[src/oaap_defs.svh]
// register offsets, field positions and timing constants for the converter access port
`ifndef OAAP_DEFS_SVH
`define OAAP_DEFS_SVH
`define OAAP_ADDR_W 32
`define OAAP_OFF_STATUS 32'h1080_0000
`define OAAP_OFF_CTRL 32'h10F0_0000
`define OAAP_OFF_RES_HI 32'h10F0_0001
`define OAAP_OFF_PRESENT 32'h2240_0000
`define OAAP_OFF_IRQ_STAT 32'h1080_0004
`define OAAP_OFF_IRQ_MASK 32'h1080_0008
`define OAAP_CH_LSB 0
`define OAAP_CH_MSB 2
`define OAAP_BIPOLAR_BIT 3
`define OAAP_RANGE_BIT 4
`define OAAP_BUSY_BIT 7
`define OAAP_SIGN_BIT 11
`define OAAP_CONV_TIME_NS 12000
`define OAAP_CLK_PERIOD_NS 40
`define OAAP_IRQ_DONE_BIT 0
`define OAAP_IRQ_WIDTH 1
`define OAAP_RES_WIDTH 12
`define OAAP_NUM_CH 8
`endif

[src/oaap_pkg.sv]
// types shared by the converter access port modules
`default_nettype none
package oaap_pkg;
    typedef enum logic [1:0] {
        OAAP_IDLE = 2'b00,
        OAAP_CONV = 2'b01,
        OAAP_LATCH = 2'b11
    } oaap_state_e;
endpackage
`default_nettype wire

[src/oaap_conv_timer.sv]
// countdown timer that marks the end of a conversion
`default_nettype none
module oaap_conv_timer
    import oaap_pkg::*;
#(
    parameter int CYCLES = 300
)
(
    // clock and reset
    input wire logic clk,
    input wire logic sys_rst,
    // control
    input wire logic start,
    output logic done
);
    typedef struct packed
    {
        logic [15:0] cnt;
        logic run;
        logic done;
    } oaap_tmr_s;

    oaap_tmr_s st_q;
    oaap_tmr_s st_d;

    // count down from the full figure, pulse done on reaching one
    always_comb
    begin
        st_d = st_q;
        st_d.done = 1'b0;
        if (start)
        begin
            st_d.cnt = 16'(CYCLES);
            st_d.run = 1'b1;
        end
        else if (st_q.run)
        begin
            if (st_q.cnt <= 16'h0001)
            begin
                st_d.run = 1'b0;
                st_d.done = 1'b1;
            end
            else
            begin
                st_d.cnt = st_q.cnt - 16'h0001;
            end
        end
    end

    // state register
    always_ff @(posedge clk)
    begin
        if (sys_rst)
            st_q <= '0;
        else
            st_q <= st_d;
    end

    assign done = st_q.done;
endmodule
`default_nettype wire

[src/oaap_result_fmt.sv]
// registered formatter turning a raw 12-bit sample into the 16-bit result word
`default_nettype none
`include "oaap_defs.svh"
module oaap_result_fmt
    import oaap_pkg::*;
(
    // clock and reset
    input wire logic clk,
    input wire logic sys_rst,
    // raw sample in
    input wire logic load,
    input wire logic bipolar,
    input wire logic [11:0] raw,
    // formatted word out
    output logic [15:0] word
);
    typedef struct packed
    {
        logic [15:0] word;
    } oaap_fmt_s;

    oaap_fmt_s st_q;
    oaap_fmt_s st_d;

    // zero fill for unipolar, sign fill for bipolar
    always_comb
    begin
        st_d = st_q;
        if (load)
        begin
            if (bipolar)
                st_d.word = {{4{raw[`OAAP_SIGN_BIT]}}, raw};
            else
                st_d.word = {4'h0, raw};
        end
    end

    // result register
    always_ff @(posedge clk)
    begin
        if (sys_rst)
            st_q <= '0;
        else
            st_q <= st_d;
    end

    assign word = st_q.word;
endmodule
`default_nettype wire

[src/oaap_top.sv]
// APB access port for the optional eight-channel 12-bit converter
//
// Our own choice: the APB interface to the registers.
`default_nettype none
`include "oaap_defs.svh"
module oaap_top
    import oaap_pkg::*;
#(
    parameter int CONV_TIME_NS = `OAAP_CONV_TIME_NS,
    parameter int NUM_CH = `OAAP_NUM_CH
)
(
    // clock and reset
    input wire logic clk,
    input wire logic sys_rst,
    // apb slave
    input wire logic psel,
    input wire logic penable,
    input wire logic pwrite,
    input wire logic [31:0] paddr,
    input wire logic [31:0] pwdata,
    input wire logic [3:0] pstrb,
    output logic [31:0] prdata,
    output logic pready,
    output logic pslverr,
    // converter chip side
    output logic conv_start,
    output logic [2:0] conv_channel,
    output logic conv_bipolar,
    output logic conv_range_10v,
    input wire logic [11:0] conv_sample,
    // board strap
    input wire logic option_fitted,
    // interrupt
    output logic irq
);
    // least time rounded up to whole cycles
    localparam int CONV_CYCLES = (CONV_TIME_NS + `OAAP_CLK_PERIOD_NS - 1) / `OAAP_CLK_PERIOD_NS;

    typedef struct packed
    {
        oaap_state_e state;
        logic [2:0] channel;
        logic bipolar;
        logic range_10v;
        logic start;
        logic busy;
        logic fitted;
        logic irq_stat;
        logic irq_mask;
        logic irq;
        logic [31:0] prdata;
        logic pready;
        logic pslverr;
    } oaap_top_s;

    oaap_top_s st_q;
    oaap_top_s st_d;
    logic timer_done;
    logic [15:0] result_word;
    logic result_load;

    // conversion time counter
    oaap_conv_timer #(
        .CYCLES(CONV_CYCLES)
    ) u_timer (
        .clk(clk),
        .sys_rst(sys_rst),
        .start(st_q.start),
        .done(timer_done)
    );

    // result formatting register
    oaap_result_fmt u_fmt (
        .clk(clk),
        .sys_rst(sys_rst),
        .load(result_load),
        .bipolar(st_q.bipolar),
        .raw(conv_sample),
        .word(result_word)
    );

    assign result_load = (st_q.state == OAAP_CONV) && timer_done;

    // bus decode, conversion sequence and interrupt
    always_comb
    begin
        logic setup;
        logic wr;
        logic done_evt;
        setup = psel && !penable;
        wr = psel && penable && pwrite && st_q.pready;
        done_evt = (st_q.state == OAAP_LATCH);
        st_d = st_q;
        st_d.start = 1'b0;
        st_d.pready = 1'b0;
        st_d.pslverr = 1'b0;
        st_d.fitted = option_fitted;
        // conversion sequence
        unique case (st_q.state)
            OAAP_IDLE:
            begin
            end
            OAAP_CONV:
            begin
                if (timer_done)
                    st_d.state = OAAP_LATCH;
            end
            OAAP_LATCH:
            begin
                st_d.state = OAAP_IDLE;
                st_d.busy = 1'b0;
            end
            default:
            begin
                st_d.state = OAAP_IDLE;
            end
        endcase
        // sticky done flag, set wins over clear
        if (wr && paddr == `OAAP_OFF_IRQ_STAT && pwdata[`OAAP_IRQ_DONE_BIT])
            st_d.irq_stat = 1'b0;
        if (done_evt)
            st_d.irq_stat = 1'b1;
        // no wait state: answer in the cycle after setup
        if (setup)
        begin
            st_d.pready = 1'b1;
            st_d.prdata = 32'h0000_0000;
            if (pwrite)
            begin
                // bus writes take effect in the access phase, the irq_stat clear above and the other writes below
                if (paddr != `OAAP_OFF_CTRL && paddr != `OAAP_OFF_IRQ_STAT && paddr != `OAAP_OFF_IRQ_MASK)
                    st_d.pslverr = 1'b1;
            end
            else
            begin
                unique case (paddr)
                    `OAAP_OFF_STATUS:
                        st_d.prdata[`OAAP_BUSY_BIT] = st_q.busy;
                    `OAAP_OFF_CTRL:
                        st_d.prdata[15:0] = result_word;
                    `OAAP_OFF_RES_HI:
                        st_d.prdata[7:0] = result_word[15:8];
                    `OAAP_OFF_PRESENT:
                        st_d.prdata[0] = st_q.fitted;
                    `OAAP_OFF_IRQ_STAT:
                        st_d.prdata[`OAAP_IRQ_DONE_BIT] = st_q.irq_stat;
                    `OAAP_OFF_IRQ_MASK:
                        st_d.prdata[`OAAP_IRQ_DONE_BIT] = st_q.irq_mask;
                    default:
                        st_d.pslverr = 1'b1;
                endcase
            end
        end
        // register writes
        if (wr)
        begin
            if (paddr == `OAAP_OFF_CTRL && pstrb[0])
            begin
                st_d.channel = pwdata[`OAAP_CH_MSB:`OAAP_CH_LSB];
                st_d.bipolar = pwdata[`OAAP_BIPOLAR_BIT];
                st_d.range_10v = pwdata[`OAAP_RANGE_BIT];
                st_d.start = 1'b1;
                st_d.busy = 1'b1;
                st_d.state = OAAP_CONV;
            end
            if (paddr == `OAAP_OFF_IRQ_MASK)
                st_d.irq_mask = pwdata[`OAAP_IRQ_DONE_BIT];
        end
        st_d.irq = st_d.irq_stat && st_d.irq_mask;
    end

    // state register
    always_ff @(posedge clk)
    begin
        if (sys_rst)
            st_q <= '0;
        else
            st_q <= st_d;
    end

    // outputs straight from flip-flops
    assign prdata = st_q.prdata;
    assign pready = st_q.pready;
    assign pslverr = st_q.pslverr;
    assign conv_start = st_q.start;
    assign conv_channel = st_q.channel;
    assign conv_bipolar = st_q.bipolar;
    assign conv_range_10v = st_q.range_10v;
    assign irq = st_q.irq;
endmodule
`default_nettype wire
[config.mk]
export PLATFORM = sky130hd
export DESIGN_NAME = oaap_top
export DESIGN_NICKNAME = d
export VERILOG_FILES = /design/src/oaap_pkg.sv /design/src/oaap_conv_timer.sv /design/src/oaap_result_fmt.sv /design/src/oaap_top.sv
export VERILOG_INCLUDE_DIRS = /design/src
export SDC_FILE = /design/constraint.sdc
export NUM_CORES = 1
export LEC_CHECK = 0
export BUFFER_PORTS_ARGS = -buffer_cell sky130_fd_sc_hd__buf_2
export CORE_ASPECT_RATIO = 1.1
export CORE_MARGIN = 4
export CORE_UTILIZATION = 44
export DETAILED_ROUTE_END_ITERATION = 8
export MAX_ROUTING_LAYER = met4
export PLACE_DENSITY = 0.73
export SYNTH_ARGS = -nofsm -noshare
export SYNTH_HDL_FRONTEND = slang
export SYNTH_HIERARCHICAL = 1
export SYNTH_SLANG_ARGS = --single-unit
[constraint.sdc]
create_clock -name clk -period 2.21 [get_ports clk]
set_input_delay 0.3315 -clock clk [delete_from_list [all_inputs] [get_ports clk]]
set_output_delay 0.3315 -clock clk [all_outputs]
set_load 0.05 [all_outputs]
==> impl_results.md <==
- Status: completed
- Commonest cells post-synth: dfxtp_1, buf_4, nor2_1
- Placed Instances: 486
- Crit path cell chain: or4_4 > nand4bb_4 > or4b_1 > a21oi_1
- WL met2: 3.42 mm
- Core Box Area: 0.00701 sq mm
- Final min period: 2.05 ns
- Max-cap violations: 0
- Async S/R FF share, synth: 0%
- Final Cycle Share: 92.7%
- Unique masters post-synth: 59
- Skew-Pair Late Insertion Delay: 0.35 ns
- Dpl cell area: 0.00347 sq mm
- Number of clock sinks: 62
- Most common cell in the netlist: dfxtp_1
- Worst Hold Slack: 0.192 ns
- Nets: 500
- Routed via count: 2694
- Slowest cell on crit path: or4_4
- Seq/Total Area, Yosys: 39.2%
- ANT nets after route: 0
- DR WL met3: 411 um
- P_int: 1.70 mW
- CP Data Arrival Time: 2.33 ns
- TritonCTS clock tree: yes
- Vias per cell: 5.37
- Synthesized area: 0.00317 sq mm
- Die Wd: 88.9 um
- DIE HEIGHT: 97.0 um
- Vias in the first global route: 2498
- Max-slew violations: 0
- Setup TNS: 0 ns
- Cell type with the highest aggregate area in the netlist: dfxtp_1
- Post-Route M1 WL: 3.09 mm
- Worst reg2reg path depth: 4
- Fmax: 488 MHz
- Final Instance Area: 0.00367 sq mm
- Total Routing Usage GR: 17.0%
- Ranking of synthesized cells by area: dfxtp_1, buf_4, mux2i_1
- CP Launch Type: flip-flop
- FF+latch count, synth: 62
- Initial antenna violation count: 0
- Rows: 32
- Final wirelength: 7.01 mm
- Wire length per cell: 14.0 um
- Dpl ws: -0.176 ns
- Starting density of the core: 45.2%
- Worst Tran Pin Value: 0.558 ns
- Commonest register cell after synthesis: dfxtp_1
- Syn Inst Count: 342
- GRT overflow: 0
- Clock Pin Slew Worst Setup and Hold Paths: 0.08 ns
- Combinational power share: 7.5%
- Number of synthesized flops with an enable pin: 0
- Setup crit end kind: flip-flop
- Hold Path Cell Cnt: 2
- Post-DP HPWL: 5.18 mm
- Largest net degree at the start of global routing: 30
- Maximum root-to-sink buffer count: 2
- RR Endpoint: u_timer/st_q[17]$_SDFFE_PP0P_
- Area growth syn-to-layout: 16.0%
- Footprint of the multi-input gates: 0.00158 sq mm
- Gpl congestion: 0.896
- Pleak: 1.49 nW
- Final Hold Vio Count: 0
- Post-cts sizing count: 0
- Filler cells: 662
- Post-synth top area share: 39.2%
- Layout cells sized above 1: 31.4%
- Switching share of power: 26.9%
- P_sw: 0.627 mW
- Residual DRC: 0
- Power per Cell Area: 635 mW/mm^2
- Top cell family by delay on the critical path: simple AND/OR/NAND/NOR gates
- IO Count: 127
- Hold Crit Endpoint: st_q[37]$_SDFF_PP0_
- Reg power frac: 48.0%
- TritonCTS Buffers: 9
- Reg area: 0.00124 sq mm
- Worst-path fanout max: 13
- R2R setup slack: 0.16 ns
- Final setup margin: 0.161 ns
- Hold buffer count at CTS: 0
- CP required: 2.49 ns
- Worst Hold Launch: option_fitted
- Sum of buffers and inverters on the critical path: 0
- TritonRoute pass-1 iters: 4
- First-pass GRT wire length: 11.4 mm
- Crit path kind: reg2reg
- Slew Limit Headroom: 62.8%
- # port buffers: 80
- CTS root buffer: clkbuf_8
- Top sig layer: met4
- Peak VDD IR: 0.479 mV
- DIE AREA: 0.00862 sq mm
- Clock power share: 44.5%
- Post-route insts no fill: 502
- Worst min path class: in2reg
- Reg2reg start: u_timer/st_q[4]$_SDFFE_PP0P_
- Setup violations, final: 0
- Mapped Avg Cell Area: 9.26 sq um
- CP peak stage delay: 0.58 ns
- Synth warn: 6
- Final Skew: 0.00971 ns
- Setup bufs post-CTS: 0
- Post-layout util: 52.4%
- Diodes inserted: 0
- H-tree depth: 3
- RSZ-0062 raised after global routing: no
- Tot Pwr: 2.33 mW
- First DRT Iteration DRCs: 110
-- worst max-delay path by stage --
stage	startpoint	endpoint	slack [ns]	depth (start not counted)
after floorplan	paddr[16]	conv_bipolar$_SDFFE_PP0P_	-0.05	6
after global placement	paddr[16]	prdata[4]$_SDFFE_PP0P_	-0.15	7
after detailed placement	paddr[16]	prdata[5]$_SDFFE_PP0P_	-0.18	7
after CTS	u_timer/st_q[4]$_SDFFE_PP0P_	u_timer/st_q[11]$_SDFFE_PP0P_	0.18	4
after global routing	u_timer/st_q[4]$_SDFFE_PP0P_	u_timer/st_q[4]$_SDFFE_PP0P_	0.07	4
final	u_timer/st_q[4]$_SDFFE_PP0P_	u_timer/st_q[17]$_SDFFE_PP0P_	0.16	4
-- cell families after synthesis --
logic type	count (synthesis)	synth area share (%)
muxes	21	6.64
adders and majority gates	2	0.790
and+or+nand+nor	138	26.8
other	1	0.118
DFF	62	39.2
buffers and inverters	57	12.8
AOI/OAI and AO/OA	61	13.6
-- layout by cell type, fill, tap and decap left out, types with 10 or more instances in the layout --
cell type,netlist,routed
buf_2,2,80
dfxtp_1,62,62
mux2i_1,21,21
a21oi_1,20,20
buf_4,38,17
nand2_1,21,21
nor2_1,34,34
nor4_1,12,12
conb_1,1,16
or3_1,10,10
-- state kept, by name, summed over array words and instances, names as in the netlist --
register        flops
u_timer/st_q       17
conv_bipolar        1
u_timer/done        1
u_fmt/word         13
prdata             16
pready              1
conv_start          1
pslverr             1
conv_channel        3
irq                 1
conv_range_10v      1
st_q                6
-- power groups by stage --
stage	clock, mW	sequential [mW]	combinational, mW
5_1_grt	1.10	1.12	0.189
2_1_floorplan	0	1.15	0.119
6_report	1.04	1.12	0.175
3_5_place_dp	0	1.15	0.174
4_1_cts	1.05	1.12	0.174
3_3_place_gp	0	1.15	0.171
-- layer usage --
metal,global-route usage (%),up-vias
met3,4.26,11
met4,6.28,0
li1,-,1347
met1,20.9,1257
met2,26.6,79
met5,-,-
-- final cells by class --
| type | count | area share, % |
|---|---|---|
| clock buffer | 9 | 3.37 |
| clock inverter | 7 | 2.22 |
| inverter | 4 | 0.409 |
| multi-input combinational | 238 | 42.9 |
| sequential | 62 | 33.8 |
| tap | 85 | 2.90 |
| timing repair buffer | 97 | 14.4 |
No activity file was read; power rests on OpenSTA's default activity.
